--- config.mk ---
export PLATFORM = sky130hd
export DESIGN_NAME = loop_ch1_irq_status_bank
export DESIGN_NICKNAME = d
export VERILOG_FILES = /design/src/loop_ch1_event_pkg.sv /design/src/level_edge_detect.sv /design/src/event_reg_port.sv /design/src/loop_ch1_irq_status_bank.sv
export VERILOG_INCLUDE_DIRS = /design/src
export SDC_FILE = /design/constraint.sdc
export NUM_CORES = 1
export LEC_CHECK = 0
export BUFFER_PORTS_ARGS = -buffer_cell sky130_fd_sc_hd__buf_2
export CAP_MARGIN = 25
export CORE_ASPECT_RATIO = 1.4
export CORE_MARGIN = 2
export CORE_UTILIZATION = 47
export DETAILED_ROUTE_END_ITERATION = 8
export PLACE_DENSITY = 0.75
export SLEW_MARGIN = 0
export SYNTH_ARGS = -nofsm -noshare
export SYNTH_HDL_FRONTEND = slang
export SYNTH_SLANG_ARGS = --single-unit
export TNS_END_PERCENT = 20
--- constraint.sdc ---
create_clock -name clock -period 1.1 [get_ports clock]
set_input_delay 0.165 -clock clock [delete_from_list [all_inputs] [get_ports clock]]
set_output_delay 0.165 -clock clock [all_outputs]
set_load 0.02 [all_outputs]
--- src/loop_ch1_event_defs.svh ---
`ifndef LOOP_CH1_EVENT_DEFS_SVH
`define LOOP_CH1_EVENT_DEFS_SVH

// ----------------------------------------------------------------------
// register offsets
// ----------------------------------------------------------------------
`define CH1_LOCK_EVENT_OFFSET     16'h3015
`define CH1_STATE_EVENT_OFFSET    16'h3016
`define CH1_ACQ_EVENT_OFFSET      16'h3017
`define CH1_PROFILE_EVENT_OFFSET  16'h3018
`define CH1_ANALOG_EVENT_OFFSET   16'h3019

// ----------------------------------------------------------------------
// reset and read values
// ----------------------------------------------------------------------
`define EVENT_FLAGS_RESET         8'h00
`define UNMAPPED_READ_VALUE       8'h00
`define IDLE_READ_VALUE           8'h00

// ----------------------------------------------------------------------
// lock event field positions
// ----------------------------------------------------------------------
`define LOCK_CLAMP_OFF_BIT        7
`define LOCK_CLAMP_ON_BIT         6
`define LOCK_SLEW_OFF_BIT         5
`define LOCK_SLEW_ON_BIT          4
`define LOCK_FREQ_UNLOCK_BIT      3
`define LOCK_FREQ_LOCK_BIT        2
`define LOCK_PHASE_UNLOCK_BIT     1
`define LOCK_PHASE_LOCK_BIT       0

// ----------------------------------------------------------------------
// state event field positions
// ----------------------------------------------------------------------
`define STATE_REF_SWITCH_BIT      7
`define STATE_FREERUN_BIT         6
`define STATE_HOLDOVER_BIT        5
`define STATE_HITLESS_IN_BIT      4
`define STATE_HITLESS_OUT_BIT     3
`define STATE_HISTORY_BIT         2
`define STATE_PHASE_STEP_BIT      0

// ----------------------------------------------------------------------
// acquisition, profile and analog loop field positions
// ----------------------------------------------------------------------
`define ACQ_NDIV_RESYNC_BIT       4
`define ACQ_DONE_BIT              3
`define ACQ_START_BIT             2
`define PROFILE_COUNT             6
`define ANALOG_DIST_SYNC_BIT      4
`define ANALOG_UNLOCK_BIT         3
`define ANALOG_LOCK_BIT           2
`define ANALOG_CAL_DONE_BIT       1
`define ANALOG_CAL_START_BIT      0

// ----------------------------------------------------------------------
// level vector layout fed to the edge detector
// ----------------------------------------------------------------------
`define LVL_WIDTH                 16
`define LVL_FREQ_LOCK             0
`define LVL_PHASE_LOCK            1
`define LVL_CLAMP                 2
`define LVL_SLEW                  3
`define LVL_HITLESS               4
`define LVL_FAST_ACQ              5
`define LVL_ANALOG_LOCK           6
`define LVL_CAL_BUSY              7
`define LVL_FREERUN               8
`define LVL_HOLDOVER              9
`define LVL_PROFILE_BASE          10

`endif

--- src/loop_ch1_event_pkg.sv ---
package loop_ch1_event_pkg;

    typedef enum logic [1:0] {
        mode_freerun,
        mode_holdover,
        mode_active
    } loop_mode_e;

    // live condition of the loop, sampled every clock
    typedef struct packed {
        logic       freq_locked;
        logic       phase_locked;
        logic       clamp_active;
        logic       slew_limit_active;
        logic       hitless;
        logic       fast_acq_active;
        logic       analog_locked;
        logic       analog_cal_busy;
        loop_mode_e mode;
        logic [1:0] ref_select;
        logic       profile_valid;
        logic [2:0] active_profile;
    } loop_status_s;

    // one-cycle events raised by the loop itself
    typedef struct packed {
        logic history_update;
        logic phase_step;
        logic ndiv_resync;
        logic dist_sync;
    } loop_pulse_s;

    typedef struct packed {
        logic [15:0] addr;
        logic [7:0]  wdata;
        logic        wr;
        logic        rd;
    } reg_req_s;

    typedef struct packed {
        logic [7:0] lock_flags;
        logic [7:0] state_flags;
        logic [7:0] acq_flags;
        logic [7:0] profile_flags;
        logic [7:0] analog_flags;
    } event_flags_s;

endpackage : loop_ch1_event_pkg

--- src/level_edge_detect.sv ---
`timescale 1ns/10ps
`include "loop_ch1_event_defs.svh"

module level_edge_detect #(
    parameter int W = `LVL_WIDTH
) (
    input  wire logic         clock,
    input  wire logic         arst_n,
    input  wire logic [W-1:0] level,
    output logic      [W-1:0] rise,
    output logic      [W-1:0] fall
);

    typedef struct packed {
        logic         primed;
        logic [W-1:0] last;
    } edge_state_s;

    edge_state_s state;
    edge_state_s next_state;

    // --------------------------------------------------------------
    // edge detection
    // --------------------------------------------------------------
    // the first sample after reset only primes the history, so a loop
    // already locked at reset release does not report a false lock
    genvar i;
    generate
        for (i = 0; i < W; i++) begin : g_bit
            assign rise[i] = state.primed & level[i] & ~state.last[i];
            assign fall[i] = state.primed & ~level[i] & state.last[i];
        end
    endgenerate

    always_comb begin
        next_state        = state;
        next_state.primed = 1'b1;
        next_state.last   = level;
    end

    always_ff @(posedge clock or negedge arst_n) begin
        if (!arst_n) begin
            state <= '0;
        end else begin
            state <= next_state;
        end
    end

endmodule : level_edge_detect

--- src/event_reg_port.sv ---
`timescale 1ns/10ps
`include "loop_ch1_event_defs.svh"

module event_reg_port (
    input  wire logic                         clock,
    input  wire logic                         arst_n,
    input  wire loop_ch1_event_pkg::reg_req_s req,
    input  wire loop_ch1_event_pkg::event_flags_s flags,
    output logic [7:0]                        rdata
);

    typedef struct packed {
        logic [7:0] rdata;
    } port_state_s;

    port_state_s state;
    port_state_s next_state;

    // --------------------------------------------------------------
    // read decode
    // --------------------------------------------------------------
    // read data stands only in the cycle after the strobe; writes are
    // never looked at, the whole bank is read only
    always_comb begin
        next_state       = state;
        next_state.rdata = `IDLE_READ_VALUE;
        if (req.rd) begin
            unique case (req.addr)
                `CH1_LOCK_EVENT_OFFSET:    next_state.rdata = flags.lock_flags;
                `CH1_STATE_EVENT_OFFSET:   next_state.rdata = flags.state_flags;
                `CH1_ACQ_EVENT_OFFSET:     next_state.rdata = flags.acq_flags;
                `CH1_PROFILE_EVENT_OFFSET: next_state.rdata = flags.profile_flags;
                `CH1_ANALOG_EVENT_OFFSET:  next_state.rdata = flags.analog_flags;
                default:                   next_state.rdata = `UNMAPPED_READ_VALUE;
            endcase
        end
    end

    always_ff @(posedge clock or negedge arst_n) begin
        if (!arst_n) begin
            state <= '0;
        end else begin
            state <= next_state;
        end
    end

    assign rdata = state.rdata;

endmodule : event_reg_port

--- src/loop_ch1_irq_status_bank.sv ---
// The implementer's own choice: the strobed register port.
`timescale 1ns/10ps
`include "loop_ch1_event_defs.svh"

// Overview of operation
// - lock reg bits 7/6: clamp off/on
// - lock reg bits 5/4: slew limiter off/on
// - bits 3/2: frequency detector unlock/lock
// - bits 1/0: phase detector unlock/lock
// - state reg bit 7: reference switched
// - state bits 6/5: freerun/holdover entered
// - state bits 4/3: hitless entered/exited
// - state bit 2: holdover history updated
// - state bit 0 phase step; bit 1 reserved
// - acq reg bit 4 N-divider resync; bits 7..5 and 1..0 reserved
// - acq bits 3/2: fast acquisition done/started
// - profile reg bits 5..0: profile activated
// - analog reg bit 4: distribution synced
// - analog bits 3..0: unlock, lock, cal done/start
module loop_ch1_irq_status_bank (
    input  wire logic                             clock,
    input  wire logic                             arst_n,
    input  wire loop_ch1_event_pkg::loop_status_s status,
    input  wire loop_ch1_event_pkg::loop_pulse_s  pulse,
    input  wire logic [15:0]                      addr,
    input  wire logic [7:0]                       wdata,
    input  wire logic                             wr,
    input  wire logic                             rd,
    output logic [7:0]                            rdata
);

    // --------------------------------------------------------------
    // state
    // --------------------------------------------------------------
    typedef struct packed {
        logic                             primed;
        logic [1:0]                       last_ref;
        loop_ch1_event_pkg::event_flags_s flags;
    } bank_state_s;

    bank_state_s state;
    bank_state_s next_state;

    logic [`LVL_WIDTH-1:0]     level;
    logic [`LVL_WIDTH-1:0]     rise;
    logic [`LVL_WIDTH-1:0]     fall;
    logic [`PROFILE_COUNT-1:0] profile_onehot;
    logic                      ref_switched;

    loop_ch1_event_pkg::event_flags_s event_set;
    loop_ch1_event_pkg::reg_req_s     req;

    // --------------------------------------------------------------
    // level vector for the edge detector
    // --------------------------------------------------------------
    genvar p;
    generate
        for (p = 0; p < `PROFILE_COUNT; p++) begin : g_profile
            assign profile_onehot[p] = status.profile_valid &
                (status.active_profile == 3'(p));
        end
    endgenerate

    assign level[`LVL_FREQ_LOCK]   = status.freq_locked;
    assign level[`LVL_PHASE_LOCK]  = status.phase_locked;
    assign level[`LVL_CLAMP]       = status.clamp_active;
    assign level[`LVL_SLEW]        = status.slew_limit_active;
    assign level[`LVL_HITLESS]     = status.hitless;
    assign level[`LVL_FAST_ACQ]    = status.fast_acq_active;
    assign level[`LVL_ANALOG_LOCK] = status.analog_locked;
    assign level[`LVL_CAL_BUSY]    = status.analog_cal_busy;
    assign level[`LVL_FREERUN]     = (status.mode == loop_ch1_event_pkg::mode_freerun);
    assign level[`LVL_HOLDOVER]    = (status.mode == loop_ch1_event_pkg::mode_holdover);
    assign level[`LVL_PROFILE_BASE +: `PROFILE_COUNT] = profile_onehot;

    level_edge_detect #(
        .W (`LVL_WIDTH)
    ) u_edges (
        .clock  (clock),
        .arst_n (arst_n),
        .level  (level),
        .rise   (rise),
        .fall   (fall)
    );

    // --------------------------------------------------------------
    // lock events
    // --------------------------------------------------------------
    always_comb begin
        event_set.lock_flags = '0;
        event_set.lock_flags[`LOCK_CLAMP_OFF_BIT]    = fall[`LVL_CLAMP];
        event_set.lock_flags[`LOCK_CLAMP_ON_BIT]     = rise[`LVL_CLAMP];
        event_set.lock_flags[`LOCK_SLEW_OFF_BIT]     = fall[`LVL_SLEW];
        event_set.lock_flags[`LOCK_SLEW_ON_BIT]      = rise[`LVL_SLEW];
        event_set.lock_flags[`LOCK_FREQ_UNLOCK_BIT]  = fall[`LVL_FREQ_LOCK];
        event_set.lock_flags[`LOCK_FREQ_LOCK_BIT]    = rise[`LVL_FREQ_LOCK];
        event_set.lock_flags[`LOCK_PHASE_UNLOCK_BIT] = fall[`LVL_PHASE_LOCK];
        event_set.lock_flags[`LOCK_PHASE_LOCK_BIT]   = rise[`LVL_PHASE_LOCK];
    end

    // --------------------------------------------------------------
    // state events
    // --------------------------------------------------------------
    // a reference change is only meaningful once a previous selection
    // has been seen, hence the primed qualifier
    // reference change detect
    assign ref_switched = state.primed & (status.ref_select != state.last_ref);

    always_comb begin
        event_set.state_flags = '0;
        event_set.state_flags[`STATE_REF_SWITCH_BIT]  = ref_switched;
        event_set.state_flags[`STATE_FREERUN_BIT]     = rise[`LVL_FREERUN];
        event_set.state_flags[`STATE_HOLDOVER_BIT]    = rise[`LVL_HOLDOVER];
        event_set.state_flags[`STATE_HITLESS_IN_BIT]  = rise[`LVL_HITLESS];
        event_set.state_flags[`STATE_HITLESS_OUT_BIT] = fall[`LVL_HITLESS];
        event_set.state_flags[`STATE_HISTORY_BIT]     = pulse.history_update;
        // phase step, bit 1 left zero
        event_set.state_flags[`STATE_PHASE_STEP_BIT]  = pulse.phase_step;
    end

    // --------------------------------------------------------------
    // acquisition and profile events
    // --------------------------------------------------------------
    always_comb begin
        event_set.acq_flags = '0;
        event_set.acq_flags[`ACQ_NDIV_RESYNC_BIT] = pulse.ndiv_resync;
        event_set.acq_flags[`ACQ_DONE_BIT]        = fall[`LVL_FAST_ACQ];
        event_set.acq_flags[`ACQ_START_BIT]       = rise[`LVL_FAST_ACQ];
    end

    always_comb begin
        event_set.profile_flags = '0;
        event_set.profile_flags[`PROFILE_COUNT-1:0] =
            rise[`LVL_PROFILE_BASE +: `PROFILE_COUNT];
    end

    // --------------------------------------------------------------
    // analog loop events
    // --------------------------------------------------------------
    always_comb begin
        event_set.analog_flags = '0;
        event_set.analog_flags[`ANALOG_DIST_SYNC_BIT] = pulse.dist_sync;
        event_set.analog_flags[`ANALOG_UNLOCK_BIT]    = fall[`LVL_ANALOG_LOCK];
        event_set.analog_flags[`ANALOG_LOCK_BIT]      = rise[`LVL_ANALOG_LOCK];
        event_set.analog_flags[`ANALOG_CAL_DONE_BIT]  = fall[`LVL_CAL_BUSY];
        event_set.analog_flags[`ANALOG_CAL_START_BIT] = rise[`LVL_CAL_BUSY];
    end

    // --------------------------------------------------------------
    // sticky flags
    // --------------------------------------------------------------
    // no clear path exists in this bank; flags hold until reset.
    // wr and wdata are accepted but deliberately never steer state.
    always_comb begin
        next_state          = state;
        next_state.primed   = 1'b1;
        next_state.last_ref = status.ref_select;
        next_state.flags    = state.flags | event_set;
    end

    always_ff @(posedge clock or negedge arst_n) begin
        if (!arst_n) begin
            state.primed              <= 1'b0;
            state.last_ref            <= 2'h0;
            state.flags.lock_flags    <= `EVENT_FLAGS_RESET;
            state.flags.state_flags   <= `EVENT_FLAGS_RESET;
            state.flags.acq_flags     <= `EVENT_FLAGS_RESET;
            state.flags.profile_flags <= `EVENT_FLAGS_RESET;
            state.flags.analog_flags  <= `EVENT_FLAGS_RESET;
        end else begin
            state <= next_state;
        end
    end

    // --------------------------------------------------------------
    // register port
    // --------------------------------------------------------------
    assign req.addr  = addr;
    assign req.wdata = wdata;
    assign req.wr    = wr;
    assign req.rd    = rd;

    event_reg_port u_port (
        .clock  (clock),
        .arst_n (arst_n),
        .req    (req),
        .flags  (state.flags),
        .rdata  (rdata)
    );

endmodule : loop_ch1_irq_status_bank

==> impl_metrics.env <==
export IMPL_status="finished, violations left"
export IMPL_violations="setup timing"
export IMPL_crit_path_max_fanout=2
export IMPL_vias=1552
export IMPL_timing_hold_ws_ns=0.0323
export IMPL_cp_endpoint="u_port.rdata[3]"
export IMPL_grt_max_degree=49
export IMPL_crit_arrival_ns=1.32
export IMPL_worstRegToRegCells=3
export IMPL_place_congestion=0.738
export IMPL_first_pass_iters=5
export IMPL_r2r_setup_slack_ns=-0.03
export IMPL_synth_area_top_cells="dfrtp_1 (65%), mux2_2 (3.6%), a31o_2 (3.2%), o21bai_1 (3.1%), inv_1 (2.9%)"
export IMPL_max_freq_ghz=0.885
export IMPL_clock_sinks=56
export IMPL_grt_pass1_vias=1573
export IMPL_initial_core_util_pct=48.2
export IMPL_power_leakage_nw=1.28
export IMPL_criticalPathCategory="register to register"
export IMPL_via_per_inst=5.06
export IMPL_rsz0062_at_grt="true"
export IMPL_numCtsBuffers=5
export IMPL_tritoncts="yes"
export IMPL_antenna_cells=0
export IMPL_timing_final_crit_share_pct=103
export IMPL_synth_edf_count=0
export IMPL_final_core_util_pct=61.7
export IMPL_finalNonFillerCells=307
export IMPL_synth_warnings=0
export IMPL_first_iter_violations=68
export IMPL_cts_setup_buffers=0
export IMPL_syn_nets=220
export IMPL_synthArstFlopShare_pct=100
export IMPL_grt_pass1_wl_um=6930
export IMPL_synth_cell_types=33
export IMPL_p_per_area_nw_per_um2=1280
export IMPL_place_inst=289
export IMPL_ir_drop_mv=0.879
export IMPL_end_kind="register"
export IMPL_floorplan_die_area_um2=5180
export IMPL_io_buffers=46
export IMPL_ys_seq_area_share_pct=64.6
export IMPL_cts_path_max_buffers=2
export IMPL_synth_seq_cells=56
export IMPL_synth_area_um2=2170
export IMPL_setup_viol=2
export IMPL_rows=29
export IMPL_power_switching_w=0.000757
export IMPL_power_frac_seq_pct=59.2
export IMPL_drc=0
export IMPL_yosysMostFrequentCell="dfrtp_1"
export IMPL_yosys_area_top_type_share_pct=64.6
export IMPL_r2r_start="state[27]"
export IMPL_hp_class="input port to register"
export IMPL_synth_main_ff_cell="dfrtp_1"
export IMPL_nFillCells=385
export IMPL_p_int_w=0.00280
export IMPL_grt_overflow=0
export IMPL_dieHeight_um=84.4
export IMPL_routed_wirelength_um=3980
export IMPL_netlist_instances=172
export IMPL_r2r_end="u_port.rdata[3]"
export IMPL_nets=293
export IMPL_area_growth_pct=27.9
export IMPL_synth_common_cells="dfrtp_1 (56), inv_1 (17), nand2_1 (13)"
export IMPL_dp_hpwl_um=2950
export IMPL_crit_path_start="state[27]"
export IMPL_layout_drive_gt1_share_pct=36.3
export IMPL_grt_usage_pct=18.0
export IMPL_cp_required_ns=1.29
export IMPL_cts_clk_slew_worst_paths_ns=0.08
export IMPL_pre_cts_ws_ns=-0.164
export IMPL_crit_path_start_kind="register"
export IMPL_synth_avg_cell_area_um2=12.6
export IMPL_min_from="status[7]"
export IMPL_cts_root_buf="clkbuf_8"
export IMPL_fin_tns_setup_ns=-0.0468
export IMPL_clk_latency_ns=0.30
export IMPL_switching_share_pct=21.3
export IMPL_io_pins=56
export IMPL_antenna_left=0
export IMPL_fp_dieW_um=61.4
export IMPL_power_frac_comb_pct=8.5
export IMPL_power_frac_clock_pct=32.2
export IMPL_post_synth_top_area_cell="dfrtp_1"
export IMPL_antenna_found_initial=0
export IMPL_core_region_area_um2=4500
export IMPL_finClkSkew_ns=0.00262
export IMPL_timing_hold_violations_final=0
export IMPL_fin_crit_ns=1.13
export IMPL_detail_route_wl_per_cell_um=13.0
export IMPL_drv_slew=0
export IMPL_htreeDepth=2
export IMPL_fin_ws_ns=-0.0300
export IMPL_drv_cap=0
==> worst min-delay path by stage <==
stage                             to  cells after the start
floorplan                   state[0]                      0
global placement           state[26]                      1
finish              u_edges.state[9]                      2
global route        u_edges.state[9]                      2
CTS                 u_edges.state[9]                      2
detailed placement         state[26]                      1
==> per-layer routing <==
layer	wire (um)	global-route usage (%)
met4	71	6.38
met1	1700	23.4
met5	0	0
met2	2010	28.6
met3	204	4.62
==> cells in the final DEF, fill, tap and decap left out, types with 2 or more instances in the layout <==
master         Yosys  final
a222oi_1           3      3
dlygate4sd3_1      0     11
dfrtp_1           56     56
mux2_4             0      2
buf_4              0     11
inv_1             17     17
o21bai_1           9      9
nor3_1             6      6
and3b_1            2      2
o31ai_1            6      6
and4bb_1           2      2
a31o_2             8      8
xor2_1             2      2
nor2_1             9      9
or2_2              5      5
mux2_2             7      5
nor4b_1            2      2
clkbuf_8           0      7
nor2b_1            3      3
nand3b_1           2      2
nand2_1           13     13
a22oi_1            4      4
buf_2              0     46
==> per-stage QoR <==
step	power [W]	cell area, um^2
after floorplan	0.00225	2170
after global placement	0.00241	2560
after detailed placement	0.00242	2560
after CTS	0.00360	2770
after global routing	0.00373	2780
final	0.00356	2780
==> cell families (layout without fill, tap and decap cells) <==
kind of cell | after synthesis | in the layout | share of synthesized area, %
AO/OA/AOI/OAI | 37 | 37 | 14.0
XOR/XNOR | 2 | 2 | 0.808
buffers and inverters | 20 | 93 | 3.81
flip-flops | 56 | 56 | 64.6
multiplexers | 8 | 8 | 4.09
other | 1 | 1 | 0.173
AND/OR/NAND/NOR | 48 | 48 | 12.5
==> critical path, cell delays in order, from the launching register on <==
cell	delay, ns
dfrtp_1	0.40
mux2_4	0.27
a222oi_1	0.28
nor3_1	0.07
==> repair_timing <==
action                                  4_1_cts  5_1_grt
hold buffers                                 11        0
endpoints found under the hold margin        18        0
gates cloned                                  0        0
pin swaps                                     3        1
endpoints found under the setup margin        3        3
resized for setup                             1        1
==> state kept, by name (all words and copies together), names as in the netlist <==
name and count:
state 31, u_edges.state 17, u_port.rdata 8
==> power by group through the flow <==
stage,sequential [W],combinational [W],clock [W]
floorplan,0.00214,0.000104,0
global placement,0.00215,0.000268,0
detailed placement,0.00215,0.000277,0
CTS,0.00211,0.000308,0.00118
global route,0.00211,0.000343,0.00127
finish,0.00211,0.000303,0.00115
==> area by class of cell <==
| cell class | instances | area, um^2 | area share, % |
|---|---|---|---|
| Clock buffer | 7 | 96.3 | 3.47 |
| Inverter | 17 | 63.8 | 2.30 |
| Multi-Input combinational cell | 96 | 693 | 25.0 |
| Sequential cell | 56 | 1400 | 50.5 |
| Tap cell | 62 | 77.6 | 2.80 |
| Timing Repair Buffer | 69 | 443 | 16.0 |
No activity file was read; power rests on OpenSTA's default activity.
